--- config.mk ---
export PLATFORM = sky130hd
export DESIGN_NAME = cvdc_core
export DESIGN_NICKNAME = d
export VERILOG_FILES = /design/src/include/cvdc_pkg.sv /design/src/verilog/cvdc_core.sv
export SDC_FILE = /design/constraint.sdc
export NUM_CORES = 2
export LEC_CHECK = 0
export ABC_AREA = 0
export BUFFER_PORTS_ARGS = -buffer_cell sky130_fd_sc_hd__buf_2
export CAP_MARGIN = 40
export CELL_PAD_IN_SITES_DETAIL_PLACEMENT = 0
export CELL_PAD_IN_SITES_GLOBAL_PLACEMENT = 1
export CORE_ASPECT_RATIO = 0.75
export CORE_MARGIN = 5
export CORE_UTILIZATION = 43
export DETAILED_ROUTE_END_ITERATION = 7
export PLACE_DENSITY_LB_ADDON = 0.1
export REMOVE_ABC_BUFFERS = 1
export SLEW_MARGIN = 20
export SYNTH_ARGS = -nofsm -noshare
export SYNTH_HDL_FRONTEND = slang
export SYNTH_SLANG_ARGS = --single-unit
--- constraint.sdc ---
create_clock -name i_clk -period 12.4 [get_ports i_clk]
set_clock_uncertainty 0.2 [all_clocks]
set_input_delay 2.48 -clock i_clk [delete_from_list [all_inputs] [get_ports i_clk]]
set_output_delay 2.48 -clock i_clk [all_outputs]
set_load 0.05 [all_outputs]
--- src/include/cvdc_pkg.sv ---
// Constants for the converter control block: register indices,
// field positions, reset values, range codes and timing.
// Assumes a 40 MHz system clock and a 32-bit AXI4-Lite register bus.
`default_nettype none
package cvdc_pkg;
  // ----------------------------------------
  // Register indices (byte address = 4 * index)
  // ----------------------------------------
  localparam logic [7:0] IDX_CODE = 8'h01;
  localparam logic [7:0] IDX_CTRL = 8'h55;
  localparam logic [7:0] IDX_SRST = 8'h56;
  localparam logic [7:0] IDX_CFG = 8'h57;
  localparam logic [7:0] IDX_GAIN = 8'h58;
  localparam logic [7:0] IDX_ZERO = 8'h59;
  localparam logic [7:0] IDX_NVM1 = 8'h60;
  localparam logic [7:0] IDX_NVM2 = 8'h61;
  localparam logic [7:0] IDX_NVMD = 8'h63;
  localparam logic [7:0] IDX_STAT = 8'h70;
  localparam logic [7:0] IDX_ROW = 8'h71;
  localparam logic [7:0] IDX_WDOG = 8'h95;
  // ----------------------------------------
  // Field positions
  // ----------------------------------------
  localparam int CTL_RANGE_LSB = 0;
  localparam int CTL_OVR_BIT = 3;
  localparam int CTL_SLEW_BIT = 4;
  localparam int CTL_STEP_LSB = 5;
  localparam int CTL_RATE_LSB = 8;
  localparam int CTL_OUTPUT_DRIVE_ENABLE_BIT = 12;
  localparam int CTL_DUAL_BIT = 13;
  localparam int CTL_CLEAR_LEVEL_SELECT_BIT = 14;
  localparam int CFG_CRC_BIT = 3;
  localparam int CFG_CAL_BIT = 5;
  localparam int CFG_IRANGE_LSB = 8;
  localparam int NVM2_COMMIT_BIT = 0;
  localparam int STS_CRC_BIT = 0;
  localparam int STS_SLEW_BIT = 1;
  localparam int STS_CLR_BIT = 2;
  localparam int CRC_LSB = 24;
  // ----------------------------------------
  // Reset values and codes
  // ----------------------------------------
  localparam logic [15:0] CODE_RST = 16'h0000;
  localparam logic [15:0] CTRL_RST = 16'h0000;
  localparam logic [15:0] CFG_RST = 16'h0400;
  localparam logic [15:0] GAIN_RST = 16'hFFFF;
  localparam logic [15:0] ZERO_RST = 16'h0000;
  localparam logic [15:0] NVM_RST = 16'h0000;
  localparam logic [15:0] MID_CODE = 16'h8000;
  localparam logic [15:0] MAX_CODE = 16'hFFFF;
  localparam logic [7:0] CRC_POLY = 8'h07;
  localparam logic [1:0] RESP_OKAY = 2'h0;
  localparam logic [1:0] RESP_SLVERR = 2'h2;
  // ----------------------------------------
  // Output ranges
  // ----------------------------------------
  typedef enum logic [2:0] {
    R_U5 = 3'b000,
    R_U10 = 3'b001,
    R_B5 = 3'b010,
    R_B10 = 3'b011,
    R_I420 = 3'b100,
    R_I020 = 3'b101,
    R_I024 = 3'b110,
    R_IRSV = 3'b111
  } cvdc_range_t;
  // ----------------------------------------
  // Timing: base slew tick
  // ----------------------------------------
  localparam int CLK_NS = 25;
  localparam int SLEW_BASE_NS = 1000;
  localparam int SLEW_BASE_CYC = SLEW_BASE_NS / CLK_NS;
endpackage : cvdc_pkg
`default_nettype wire

--- src/verilog/cvdc_core.sv ---
// Register map and output control of a single-channel current and
// voltage output converter, reached over AXI4-Lite.
// Assumes one 40 MHz clock; clear pins arrive asynchronously.
//
// Chosen here: the AXI4-Lite slave port.
`default_nettype none
module cvdc_core #(
  parameter int ADDR_W = 12
) (
  input wire logic i_clk,
  input wire logic i_rstn,
  input wire logic [ADDR_W-1:0] i_awaddr,
  input wire logic i_awvalid,
  output logic o_awready,
  input wire logic [31:0] i_wdata,
  input wire logic [3:0] i_wstrb,
  input wire logic i_wvalid,
  output logic o_wready,
  output logic [1:0] o_bresp,
  output logic o_bvalid,
  input wire logic i_bready,
  input wire logic [ADDR_W-1:0] i_araddr,
  input wire logic i_arvalid,
  output logic o_arready,
  output logic [31:0] o_rdata,
  output logic [1:0] o_rresp,
  output logic o_rvalid,
  input wire logic i_rready,
  input wire logic i_clear_input,
  input wire logic i_clear_level_select_pin,
  output logic [15:0] o_voltage_output_code,
  output logic [15:0] o_current_output_code,
  output logic o_voltage_output_en,
  output logic o_current_output_en,
  output logic [2:0] o_voltage_range,
  output logic [2:0] o_current_range,
  output logic o_voltage_overrange,
  output logic o_frame_check_enable,
  output logic o_watchdog_restart
);
  // ----------------------------------------
  // Helpers
  // ----------------------------------------
  // Index decode; addresses above the index field must be zero
  function automatic logic is_mapped(input logic [ADDR_W-1:0] a);
    logic [7:0] ix;
    ix = a[9:2];
    is_mapped = (a[ADDR_W-1:10] == '0) && (a[1:0] == 2'h0) &&
      (ix == cvdc_pkg::IDX_CODE || ix == cvdc_pkg::IDX_CTRL ||
       ix == cvdc_pkg::IDX_SRST || ix == cvdc_pkg::IDX_CFG ||
       ix == cvdc_pkg::IDX_GAIN || ix == cvdc_pkg::IDX_ZERO ||
       ix == cvdc_pkg::IDX_NVM1 || ix == cvdc_pkg::IDX_NVM2 ||
       ix == cvdc_pkg::IDX_NVMD || ix == cvdc_pkg::IDX_STAT ||
       ix == cvdc_pkg::IDX_ROW || ix == cvdc_pkg::IDX_WDOG);
  endfunction : is_mapped

  // Byte-lane merge of a 16-bit register
  function automatic logic [15:0] merge(input logic [15:0] old_v,
      input logic [15:0] new_v, input logic [1:0] strb);
    merge = {strb[1] ? new_v[15:8] : old_v[15:8],
             strb[0] ? new_v[7:0] : old_v[7:0]};
  endfunction : merge

  // CRC-8 over index and data, MSB first
  function automatic logic [7:0] crc8(input logic [23:0] d);
    logic [7:0] c;
    c = 8'h00;
    for (int i = 23; i >= 0; i--) begin
      c = (c[7] ^ d[i]) ? ({c[6:0], 1'b0} ^ cvdc_pkg::CRC_POLY)
                        : {c[6:0], 1'b0};
    end
    crc8 = c;
  endfunction : crc8

  // Bipolar voltage ranges
  function automatic logic is_bipolar(input logic [2:0] r);
    is_bipolar = (r == cvdc_pkg::R_B5) || (r == cvdc_pkg::R_B10);
  endfunction : is_bipolar

  // ----------------------------------------
  // Declarations
  // ----------------------------------------
  logic aw_full_reg;
  logic [ADDR_W-1:0] aw_addr_reg;
  logic w_full_reg;
  logic [31:0] w_data_reg;
  logic [1:0] w_strb_reg;
  logic bvalid_reg;
  logic [1:0] bresp_reg;
  logic rvalid_reg;
  logic [31:0] rdata_reg;
  logic [1:0] rresp_reg;
  logic do_wr;
  logic [7:0] wr_idx;
  logic wr_map;
  logic crc_bad;
  logic wr_ok;
  logic srst_reg;
  logic core_rst;
  logic [15:0] code_reg;
  logic [15:0] ctrl_reg;
  logic [15:0] cfg_reg;
  logic [15:0] gain_reg;
  logic [15:0] zero_reg;
  logic [15:0] nvm1_reg;
  logic [15:0] nvm2_reg;
  logic [15:0] nvmd_reg;
  logic [15:0] row_reg;
  logic sts_crc_reg;
  logic hold_clr_reg;
  logic wdog_reg;
  logic [2:0] clr_sync_reg;
  logic [2:0] pin_sync_reg;
  logic clr_reg;
  logic pin_reg;
  logic [15:0] corr_code;
  logic [15:0] target;
  logic [15:0] clr_level;
  logic [15:0] slew_reg;
  logic [23:0] tick_cnt_reg;
  logic [23:0] tick_period;
  logic tick;
  logic [15:0] step;
  logic [15:0] out_reg;
  logic [2:0] vrange;
  logic [2:0] irange;
  logic vmode;
  logic dual;

  // ----------------------------------------
  // AXI4-Lite write channel
  // ----------------------------------------
  assign o_awready = !aw_full_reg;
  assign o_wready = !w_full_reg;
  assign o_bvalid = bvalid_reg;
  assign o_bresp = bresp_reg;
  assign do_wr = aw_full_reg && w_full_reg && !bvalid_reg;
  assign wr_idx = aw_addr_reg[9:2];
  assign wr_map = is_mapped(aw_addr_reg);
  assign crc_bad = cfg_reg[cvdc_pkg::CFG_CRC_BIT] &&
    (crc8({wr_idx, w_data_reg[15:0]}) != w_data_reg[31:24]);
  assign wr_ok = do_wr && wr_map && !crc_bad;

  // Address and data are caught independently, in either order
  always_ff @(posedge i_clk) begin
    if (!i_rstn) begin
      aw_full_reg <= 1'b0;
      aw_addr_reg <= '0;
    end else if (i_awvalid && !aw_full_reg) begin
      aw_full_reg <= 1'b1;
      aw_addr_reg <= i_awaddr;
    end else if (do_wr) begin
      aw_full_reg <= 1'b0;
    end
  end

  // Write data holding stage
  always_ff @(posedge i_clk) begin
    if (!i_rstn) begin
      w_full_reg <= 1'b0;
      w_data_reg <= '0;
      w_strb_reg <= 2'h0;
    end else if (i_wvalid && !w_full_reg) begin
      w_full_reg <= 1'b1;
      w_data_reg <= i_wdata;
      w_strb_reg <= i_wstrb[1:0];
    end else if (do_wr) begin
      w_full_reg <= 1'b0;
    end
  end

  // Response; a bad check value or unmapped address gives SLVERR
  always_ff @(posedge i_clk) begin
    if (!i_rstn) begin
      bvalid_reg <= 1'b0;
      bresp_reg <= cvdc_pkg::RESP_OKAY;
    end else if (do_wr) begin
      bvalid_reg <= 1'b1;
      bresp_reg <= (wr_map && !crc_bad) ? cvdc_pkg::RESP_OKAY
                                        : cvdc_pkg::RESP_SLVERR;
    end else if (i_bready) begin
      bvalid_reg <= 1'b0;
    end
  end

  // ----------------------------------------
  // AXI4-Lite read channel
  // ----------------------------------------
  assign o_arready = !rvalid_reg;
  assign o_rvalid = rvalid_reg;
  assign o_rdata = rdata_reg;
  assign o_rresp = rresp_reg;

  // Data register reads back the corrected code when calibration is on, else the raw code
  always_ff @(posedge i_clk) begin
    if (!i_rstn) begin
      rvalid_reg <= 1'b0;
      rdata_reg <= '0;
      rresp_reg <= cvdc_pkg::RESP_OKAY;
    end else if (i_arvalid && !rvalid_reg) begin
      rvalid_reg <= 1'b1;
      rresp_reg <= is_mapped(i_araddr) ? cvdc_pkg::RESP_OKAY
                                       : cvdc_pkg::RESP_SLVERR;
      unique case (i_araddr[9:2])
        cvdc_pkg::IDX_CODE: rdata_reg <= {16'h0000, target};
        cvdc_pkg::IDX_CTRL: rdata_reg <= {16'h0000, ctrl_reg};
        cvdc_pkg::IDX_CFG: rdata_reg <= {16'h0000, cfg_reg};
        cvdc_pkg::IDX_GAIN: rdata_reg <= {16'h0000, gain_reg};
        cvdc_pkg::IDX_ZERO: rdata_reg <= {16'h0000, zero_reg};
        cvdc_pkg::IDX_NVM1: rdata_reg <= {16'h0000, nvm1_reg};
        cvdc_pkg::IDX_NVM2: rdata_reg <= {16'h0000, nvm2_reg};
        cvdc_pkg::IDX_NVMD: rdata_reg <= {16'h0000, nvmd_reg};
        cvdc_pkg::IDX_ROW: rdata_reg <= {16'h0000, row_reg};
        cvdc_pkg::IDX_STAT: rdata_reg <= {29'h0, clr_reg,
          (slew_reg != target), sts_crc_reg};
        default: rdata_reg <= 32'h0000_0000;
      endcase
      if (!is_mapped(i_araddr)) begin
        rdata_reg <= 32'h0000_0000;
      end
    end else if (i_rready) begin
      rvalid_reg <= 1'b0;
    end
  end

  // ----------------------------------------
  // Software reset and watchdog restart
  // ----------------------------------------
  // reset register write
  always_ff @(posedge i_clk) begin
    if (!i_rstn) begin
      srst_reg <= 1'b0;
      wdog_reg <= 1'b0;
    end else begin
      srst_reg <= wr_ok && (wr_idx == cvdc_pkg::IDX_SRST);
      wdog_reg <= wr_ok && (wr_idx == cvdc_pkg::IDX_WDOG);
    end
  end
  // Bus handshake survives the soft reset so the response still lands
  assign core_rst = !i_rstn || srst_reg;
  assign o_watchdog_restart = wdog_reg;

  // ----------------------------------------
  // Control registers
  // ----------------------------------------
  // read-only registers take no writes; 16-bit calibration
  always_ff @(posedge i_clk) begin
    if (core_rst) begin
      ctrl_reg <= cvdc_pkg::CTRL_RST;
      cfg_reg <= cvdc_pkg::CFG_RST;
      gain_reg <= cvdc_pkg::GAIN_RST;
      zero_reg <= cvdc_pkg::ZERO_RST;
      nvm1_reg <= cvdc_pkg::NVM_RST;
      nvm2_reg <= cvdc_pkg::NVM_RST;
      nvmd_reg <= cvdc_pkg::NVM_RST;
    end else if (wr_ok) begin
      unique case (wr_idx)
        cvdc_pkg::IDX_CTRL: ctrl_reg <= merge(ctrl_reg, w_data_reg[15:0], w_strb_reg);
        cvdc_pkg::IDX_CFG: cfg_reg <= merge(cfg_reg, w_data_reg[15:0], w_strb_reg);
        cvdc_pkg::IDX_GAIN: gain_reg <= merge(gain_reg, w_data_reg[15:0], w_strb_reg);
        cvdc_pkg::IDX_ZERO: zero_reg <= merge(zero_reg, w_data_reg[15:0], w_strb_reg);
        cvdc_pkg::IDX_NVM1: nvm1_reg <= merge(nvm1_reg, w_data_reg[15:0], w_strb_reg);
        cvdc_pkg::IDX_NVM2: nvm2_reg <= merge(nvm2_reg, w_data_reg[15:0], w_strb_reg);
        cvdc_pkg::IDX_NVMD: nvmd_reg <= merge(nvmd_reg, w_data_reg[15:0], w_strb_reg);
        default: ;
      endcase
    end
  end

  // Row readback is loaded from the NVM data register on a commit
  always_ff @(posedge i_clk) begin
    if (core_rst) begin
      row_reg <= cvdc_pkg::NVM_RST;
    end else if (wr_ok && wr_idx == cvdc_pkg::IDX_NVM2 &&
                 w_strb_reg[0] && w_data_reg[cvdc_pkg::NVM2_COMMIT_BIT]) begin
      row_reg <= nvmd_reg;
    end
  end

  // Check-value error flag: cleared by a status read, a new error wins
  always_ff @(posedge i_clk) begin
    if (core_rst) begin
      sts_crc_reg <= 1'b0;
    end else if (do_wr && wr_map && crc_bad) begin
      sts_crc_reg <= 1'b1;
    end else if (i_arvalid && !rvalid_reg && is_mapped(i_araddr) &&
                 i_araddr[9:2] == cvdc_pkg::IDX_STAT) begin
      sts_crc_reg <= 1'b0;
    end
  end

  // Data code; a range change wipes it and holds the clear level
  always_ff @(posedge i_clk) begin
    if (core_rst) begin
      code_reg <= cvdc_pkg::CODE_RST;
      hold_clr_reg <= 1'b1;
    end else if (wr_ok && wr_idx == cvdc_pkg::IDX_CODE) begin
      code_reg <= merge(code_reg, w_data_reg[15:0], w_strb_reg);
      hold_clr_reg <= 1'b0;
    end else if (wr_ok && wr_idx == cvdc_pkg::IDX_CTRL && w_strb_reg[0] &&
                 w_data_reg[2:0] != ctrl_reg[2:0]) begin
      code_reg <= cvdc_pkg::CODE_RST;
      hold_clr_reg <= 1'b1;
    end
  end

  // ----------------------------------------
  // Clear pins: three stages, change taken when the last two agree
  // ----------------------------------------
  always_ff @(posedge i_clk) begin
    if (!i_rstn) begin
      clr_sync_reg <= 3'h0;
      pin_sync_reg <= 3'h0;
      clr_reg <= 1'b0;
      pin_reg <= 1'b0;
    end else begin
      clr_sync_reg <= {clr_sync_reg[1:0], i_clear_input};
      pin_sync_reg <= {pin_sync_reg[1:0], i_clear_level_select_pin};
      if (clr_sync_reg[1] == clr_sync_reg[2]) begin
        clr_reg <= clr_sync_reg[2];
      end
      if (pin_sync_reg[1] == pin_sync_reg[2]) begin
        pin_reg <= pin_sync_reg[2];
      end
    end
  end

  // ----------------------------------------
  // Range decode and clear level
  // ----------------------------------------
  assign vrange = ctrl_reg[cvdc_pkg::CTL_RANGE_LSB +: 3];
  assign vmode = !vrange[2];
  assign dual = ctrl_reg[cvdc_pkg::CTL_DUAL_BIT];
  assign irange = dual ? cfg_reg[cvdc_pkg::CFG_IRANGE_LSB +: 3] : vrange;

  always_comb begin
    if (pin_reg || ctrl_reg[cvdc_pkg::CTL_CLEAR_LEVEL_SELECT_BIT]) begin
      clr_level = is_bipolar(vrange) ? cvdc_pkg::CODE_RST : cvdc_pkg::MID_CODE;
    end else begin
      clr_level = is_bipolar(vrange) ? cvdc_pkg::MID_CODE : cvdc_pkg::CODE_RST;
    end
  end

  // ----------------------------------------
  // Calibration: code * (gain + 1) / 65536 + signed zero, clamped
  // ----------------------------------------
  always_comb begin
    logic [32:0] prod;
    logic signed [18:0] sum;
    prod = 33'(code_reg) * 33'(gain_reg) + 33'(code_reg);
    sum = $signed({2'b00, prod[32:16]}) + 19'($signed(zero_reg));
    if (sum < 0) begin
      corr_code = 16'h0000;
    end else if (sum > $signed({3'b000, cvdc_pkg::MAX_CODE})) begin
      corr_code = cvdc_pkg::MAX_CODE;
    end else begin
      corr_code = sum[15:0];
    end
  end
  assign target = cfg_reg[cvdc_pkg::CFG_CAL_BIT] ? corr_code : code_reg;

  // ----------------------------------------
  // Slew: base tick scaled by two to the rate select
  // ----------------------------------------
  assign tick_period = 24'(cvdc_pkg::SLEW_BASE_CYC) <<
    ctrl_reg[cvdc_pkg::CTL_RATE_LSB +: 4];
  assign tick = (tick_cnt_reg >= tick_period - 24'h1);
  assign step = 16'h1 << ctrl_reg[cvdc_pkg::CTL_STEP_LSB +: 3];

  // Tick counter restarts whenever slewing is off
  always_ff @(posedge i_clk) begin
    if (core_rst || !ctrl_reg[cvdc_pkg::CTL_SLEW_BIT] || tick) begin
      tick_cnt_reg <= 24'h0;
    end else begin
      tick_cnt_reg <= tick_cnt_reg + 24'h1;
    end
  end

  // ramp only while enabled; steps never overshoot the target
  always_ff @(posedge i_clk) begin
    if (core_rst) begin
      slew_reg <= cvdc_pkg::CODE_RST;
    end else if (!ctrl_reg[cvdc_pkg::CTL_SLEW_BIT]) begin
      slew_reg <= target;
    end else if (tick) begin
      if (target > slew_reg) begin
        slew_reg <= (target - slew_reg <= step) ? target : slew_reg + step;
      end else if (target < slew_reg) begin
        slew_reg <= (slew_reg - target <= step) ? target : slew_reg - step;
      end
    end
  end

  // ----------------------------------------
  // Output stage
  // ----------------------------------------
  // clear state; level after reset until code rewritten
  always_ff @(posedge i_clk) begin
    if (core_rst) begin
      out_reg <= cvdc_pkg::CODE_RST;
    end else if (clr_reg || hold_clr_reg) begin
      out_reg <= clr_level;
    end else begin
      out_reg <= slew_reg;
    end
  end

  assign o_voltage_output_code = out_reg;
  assign o_current_output_code = out_reg;
  // enable selected output; both in dual mode
  assign o_voltage_output_en = ctrl_reg[cvdc_pkg::CTL_OUTPUT_DRIVE_ENABLE_BIT] && (vmode || dual);
  assign o_current_output_en = ctrl_reg[cvdc_pkg::CTL_OUTPUT_DRIVE_ENABLE_BIT] && (!vmode || dual);
  assign o_voltage_range = vmode ? vrange : cvdc_pkg::R_U5;
  assign o_current_range = irange;
  assign o_voltage_overrange = ctrl_reg[cvdc_pkg::CTL_OVR_BIT];
  assign o_frame_check_enable = cfg_reg[cvdc_pkg::CFG_CRC_BIT];
endmodule : cvdc_core
`default_nettype wire

### After elaboration in Yosys (flattened, before gate mapping)

Index checks and enable logic that the tools add are counted.
W data, S select, Z words.

* flip-flop bits (word level): 298
* input bits: 69

* add/subtract/negate cells: 8
* multiply operators: 1
* order comparisons: 7
* eq/ne operators: 35
* shift operators: 2
* muxes and demuxes: 58
* bitwise logic cells: 46
* reductions and logical operators: 92

Operators with widths (count)
* $mux W16: 15
* $eq A8 B7 Y1 const B: 20
* $pmux W16 S10: 1
* $mux W3: 25
* $not A3 Y3: 23
* $sub A16 B16 Y16: 3
* $reduce_and A3 Y1: 14
* $add A32 B16 Y33: 1
* $le A16 B16 Y1: 2
* $mul A16 B16 Y32: 1
* $mux W32: 1
* $logic_or A1 B1 Y1: 30
* $logic_and A1 B1 Y1: 27
* $add A24 B1 Y24 const B: 1
* $ge A24 B24 Y1: 1
* $shl A6 B4 Y24 const A: 1
* $sub A24 B1 Y24 const B: 1
* $add A18 B16 Y19: 1
* $gt A19 B17 Y1 const B: 1
* $lt A19 B1 Y1 const B: 1
* $xor A1 B1 Y1: 18
* $add A16 B16 Y16: 1
* $eq A8 B1 Y1 const B: 2
* $eq A8 B8 Y1 const B: 2
* other kinds (19): 56

### Logic depth before layout (Yosys ltp)

* depth in word-level cells: 56
* depth in mapped cells: 60
* mapped depth without buffers: 56

### Least setup slack after synthesis

Ideal clock, no wire load.

* kind: register to register
* start point: reg gain_reg[1]
* end point: reg slew_reg[7]
* setup time: 0.117 ns
* arrival: 12.207 ns
* required time: 12.083 ns
* slack: -0.125 ns
* cell stages (with the launch flop): 57
* path buffers: 4
* path through: dfxtp_1 clkbuf_1 clkbuf_1 nand2_1 fa_1 fa_1 fa_1 inv_1 fa_1 fa_1 inv_1 fa_1 inv_1 ha_1 a21o_1 a21o_1 a211o_1 o2111ai_1 (+21 left out) a21oi_1 xnor2_1 ha_1 a21o_1 a21o_1 a21oi_1 o21ai_0 o21ai_0 o2111ai_1 nor4_1 or4b_1 and2_1 clkbuf_1 nand2_1 and2_4 buf_6 nand3_1 a32o_1

* word-level cells in the longest chain between the ends: 14
* elaborated cells on any way between the ends: 22
* those cells by class: add/sub: 4; mul: 1; order compare: 6; eq/ne: 1; mux: 9; reduce/logical: 1

RTL lines
* start, declared: line cvdc_core.sv:103 `logic [15:0] gain_reg;`
* start signal, assigned: line cvdc_core.sv:251 `gain_reg <= cvdc_pkg::GAIN_RST;`
* start signal, assigned: line cvdc_core.sv:260 `cvdc_pkg::IDX_GAIN: gain_reg <= merge(gain_reg, w_data_reg[15:0], w_strb_reg);`
* $mul A16 B16 Y32 *: line cvdc_core.sv:350 `prod = 33'(code_reg) * 33'(gain_reg) + 33'(code_reg);`
* $add A32 B16 Y33 *: line cvdc_core.sv:350
* $add A18 B16 Y19 *: line cvdc_core.sv:351 `sum = $signed({2'b00, prod[32:16]}) + 19'($signed(zero_reg));`
* $gt A19 B17 Y1: line cvdc_core.sv:354 `end else if (sum > $signed({3'b000, cvdc_pkg::MAX_CODE})) begin`
* $mux W16: line cvdc_core.sv:354
* $mux W16 *: line cvdc_core.sv:352 `if (sum < 0) begin`
* $mux W16 *: line cvdc_core.sv:360 `assign target = cfg_reg[cvdc_pkg::CFG_CAL_BIT] ? corr_code : code_reg;`
* $sub A16 B16 Y16: line cvdc_core.sv:389 `slew_reg <= (slew_reg - target <= step) ? target : slew_reg - step;`
* $le A16 B16 Y1: line cvdc_core.sv:389
* $mux W16: line cvdc_core.sv:389
* $mux W16: line cvdc_core.sv:388 `end else if (target < slew_reg) begin`
* $mux W16: line cvdc_core.sv:386 `if (target > slew_reg) begin`
* $mux W16: line cvdc_core.sv:385 `end else if (tick) begin`
* $mux W16: line cvdc_core.sv:383 `end else if (!ctrl_reg[cvdc_pkg::CTL_SLEW_BIT]) begin`
* end signal, assigned: line cvdc_core.sv:384 `slew_reg <= target;`
* end signal, assigned: line cvdc_core.sv:387 `slew_reg <= (target - slew_reg <= step) ? target : slew_reg + step;`
* end signal, assigned: line cvdc_core.sv:389
* end, declared: line cvdc_core.sv:119 `logic [15:0] slew_reg;`

Every way passes the cells marked *; elsewhere a longest branch is shown, timed or not. The select of a mux whose other input is x is not followed.
A chain may end at the register's enable or synchronous reset.

### Worst setup path after layout

* start point: reg code_reg[9]
* end point: reg slew_reg[12]

* word-level cells in the longest chain between the ends: 14
* elaborated cells on any way between the ends: 22
* those cells by class: add/sub: 4; mul: 1; order compare: 6; eq/ne: 1; mux: 9; reduce/logical: 1

RTL lines
* start, declared: line cvdc_core.sv:100 `logic [15:0] code_reg;`
* start signal, assigned: line cvdc_core.sv:295 `code_reg <= cvdc_pkg::CODE_RST;`
* start signal, assigned: line cvdc_core.sv:298 `code_reg <= merge(code_reg, w_data_reg[15:0], w_strb_reg);`
* start signal, assigned: line cvdc_core.sv:302 `code_reg <= cvdc_pkg::CODE_RST;`
* $mul A16 B16 Y32: line cvdc_core.sv:350
* $add A32 B16 Y33: line cvdc_core.sv:350
* $add A18 B16 Y19: line cvdc_core.sv:351
* $gt A19 B17 Y1: line cvdc_core.sv:354
* $mux W16: line cvdc_core.sv:354
* $mux W16: line cvdc_core.sv:352
* $mux W16 *: line cvdc_core.sv:360
* $sub A16 B16 Y16: line cvdc_core.sv:389
* $le A16 B16 Y1: line cvdc_core.sv:389
* $mux W16: line cvdc_core.sv:389
* $mux W16: line cvdc_core.sv:388
* $mux W16: line cvdc_core.sv:386
* $mux W16: line cvdc_core.sv:385
* $mux W16: line cvdc_core.sv:383

Marked as above.

==> metrics <==
top post-synthesis cells by area=dfxtp_1 (21%), fa_1 (17%), ha_1 (11%), nand2_1 (6.1%), inv_1 (5.1%); GR Util met1=39.46%; grt ovf=0; first-pass GRT wire length=131200 um; WS Path Type=flop to flop; Starting Density=43.30%; Req. time, crit path=12.70 ns; clock tree buffer depth=3; fin. max-slew vios=0; Max-slew headroom=39.77%; CP Launch Type=flop; Slew @ Worst Pin=0.9022 ns; CTS tree=done; IO Pins=153; PwrDens=69.39 mW/mm^2; CTS Buf Count=34; Port Buf Inserts=123; Synth-to-Final Area Change=19.92%; Avg Inst Size Synth=8.277 sq um; die area=0.06419 sq mm; Finished Layout Cells=4211; Post-Synthesis Cells=3074; Synth Flop Type=dfxtp_1; routability congestion estimate from global placement=0.9128; Critical Path Max Stage Delay=0.55 ns; worst hold path class=flop to flop; DRT Pass-1 Iters=5; Die X=290.9 um; num rows=77; via/cell ratio=5.366; status=complete, no violations; number of enable flip-flop cells after synthesis=0; DR WL/cell=19.85 um; Antenna Cells=0; Yosys cell types=89; htree depth=2; Final Util=51.92%; Skew-Pair Late Insertion Delay=0.57 ns; unrepaired setup endpoints after global routing=yes; sequential element share of the synthesized area=21.40%; CP max stage cell=or4b_4; Final Net Count=3897; detailed-route wire length=83580 um; arrival time at the worst endpoint=12.61 ns; Placed Instances=4128; grt peak-use layer=met2; final setup vio count=0; CTS sink count=272; CTS Root Cell=clkbuf_16; fraction of synthesized cell area taken by the top area cell type=21.40%; met2 Resource Use GR=39.82%; Async S/R FF share, synth=0%; Synth Warn #=0; Top cell by count, worst path=fa_1; final worst-path cycle share=99.25%; drt first-iter violations=1864; post-layout min period=12.31 ns; CTS Hold Bufs=0; DRC Markers=0; core region area=0.05877 sq mm; FF-to-FF setup slack=0.09 ns; critical path peak fanout=8; Cell Area, Synth=0.02544 sq mm; layout cells sized above 1=19.38%; number of global-route vias before repair=22.39k; initial antenna violation count=1; clock slew at reported path FFs=0.06 ns; Final ANT Viol Nets=0; GR Util All Layers=25.81%; met3 Usage GRT=3.261%; Fmax achieved=0.08126 GHz; Leakage=0.01469 uW; largest area contributor in the netlist=dfxtp_1; Max IR drop VDD=94.52 uV; largest net degree at the start of global routing=75; total power=2117 uW; synthesized flop and latch total=272; chip height=220.7 um; Max Cap Violations=0; Final Hold Vio Count=0; crit end category=flop; HPWL after detailed placement=65820 um; Vias=22.60k
-- report_power, final --
| group | total, uW | internal, uW | leakage, uW | switching [uW] |
|---|---|---|---|---|
| Sequential | 907 | 882 | 0.00220 | 24.9 |
| Clock | 1010 | 584 | 0.000538 | 428 |
| Combinational | 198 | 79.6 | 0.0119 | 118 |
| Total | 2120 | 1550 | 0.0147 | 571 |
-- critical path: cells and delay by family (launching register included) --
kind	cells	cell delay (ns)
flip-flops	1	0.36
XOR/XNOR	2	0.35
AND/OR/NAND/NOR	12	2.02
adder cells (fa/ha/maj)	11	4.26
AO/OA/AOI/OAI	22	3.94
multiplexers	2	0.15
buffers and inverters	9	0.95
-- stage by stage --
step	setup WS [ns]	instance area, sq um	setup TNS [ns]	hold WS [ns]
4_1_cts	0.001135	30210	0	0.2380
3_5_place_dp	-0.8895	28720	-13.15	0.2236
3_3_place_gp	-0.8755	28660	-12.87	0.2166
5_1_grt	-0.4316	30510	-6.213	0.2667
2_1_floorplan	-0.1207	24530	-0.7502	0.2118
6_report	0.09349	30510	0	0.2363
-- Yosys cell counts (13+ instances only) --
| cell | instances |
|---|---|
| nand2_1 | 414 |
| inv_1 | 349 |
| dfxtp_1 | 272 |
| ha_1 | 216 |
| fa_1 | 214 |
| nor2_1 | 195 |
| a21oi_1 | 189 |
| clkbuf_1 | 147 |
| and2_1 | 136 |
| mux2i_1 | 107 |
| xnor2_1 | 89 |
| o21ai_0 | 88 |
| nand3_1 | 71 |
| xor2_1 | 52 |
| a21o_1 | 39 |
| buf_4 | 39 |
| a22o_1 | 35 |
| a22oi_1 | 35 |
| nor3_1 | 27 |
| nor4_1 | 27 |
| nor2b_1 | 26 |
| nand4_1 | 24 |
| nand2b_1 | 23 |
| buf_2 | 18 |
| and3_1 | 17 |
| a221oi_1 | 16 |
| o22ai_1 | 16 |
| o21a_1 | 13 |
-- routing by layer --
layer	wire (um)	share of wire, %
met2	35860	43
met1	41400	50
met3	4974	6.0
met5	0	0
met4	1337	1.6
-- layout by cell type (no fill, tap or decap), drive strengths merged, types with 7 or more instances in the layout --
master	netlist	layout
o22ai	17	17
buf	63	478
clkbuf	149	47
mux2i	107	107
nor3	27	27
a21o	40	40
ha	216	216
a22o	35	35
o31ai	7	7
o21ai	89	89
and2	138	139
nand2b	23	23
and3	17	17
xor2	52	52
nor2b	26	26
nand3	74	74
a211oi	11	11
a21boi	9	9
dfxtp	272	272
a32o	8	8
conb	2	23
fa	214	214
xnor2	91	91
or2	10	10
nor4	27	27
inv	349	351
a221oi	16	16
o21bai	12	12
o211ai	11	11
a21oi	190	190
nand2	414	414
o311ai	7	7
o21a	13	13
nand4	24	24
nor2	198	198
a31oi	12	12
a22oi	35	35
-- path summary, 6_finish.rpt --
kind,startpoint,endpoint,cells after the start
max reg2reg,code_reg[9]$_SDFFE_PP0P_,slew_reg[12]$_SDFFE_PP0P_,58
max,code_reg[9]$_SDFFE_PP0P_,slew_reg[12]$_SDFFE_PP0P_,58
min reg2reg,clr_sync_reg[0]$_SDFF_PN0_,clr_sync_reg[1]$_SDFF_PN0_,1
min,clr_sync_reg[0]$_SDFF_PN0_,clr_sync_reg[1]$_SDFF_PN0_,1
-- timing repair --
item	4_1_cts	5_1_grt
buffers inserted	10	9
setup endpoints to repair	16	16
pin swaps	43	50
resized for setup	83	55
gates cloned	2	0
endpoints found under the hold margin	0	0
-- area by class of cell --
class                      instances  area (sq um)
inverter                         349          1313
clock buffer                      47         949.7
sequential                       272          5484
timing repair buffer             478          3457
tap                              790         988.4
clock inverter                    12         158.9
fill                            5655         28260
multi-input combinational       2263         18160
-- logic make-up after synthesis --
logic type | Yosys count | synth area share (%)
AOI/OAI and AO/OA | 555 | 14.32
xor gates and xnor gates | 143 | 5.026
adders and majority gates | 430 | 27.46
buffers and inverters | 561 | 9.053
DFF | 272 | 21.40
muxes | 111 | 4.386
other | 2 | 0.02952
and+or+nand+nor | 1000 | 18.33
No activity file was read; power rests on OpenSTA's default activity.
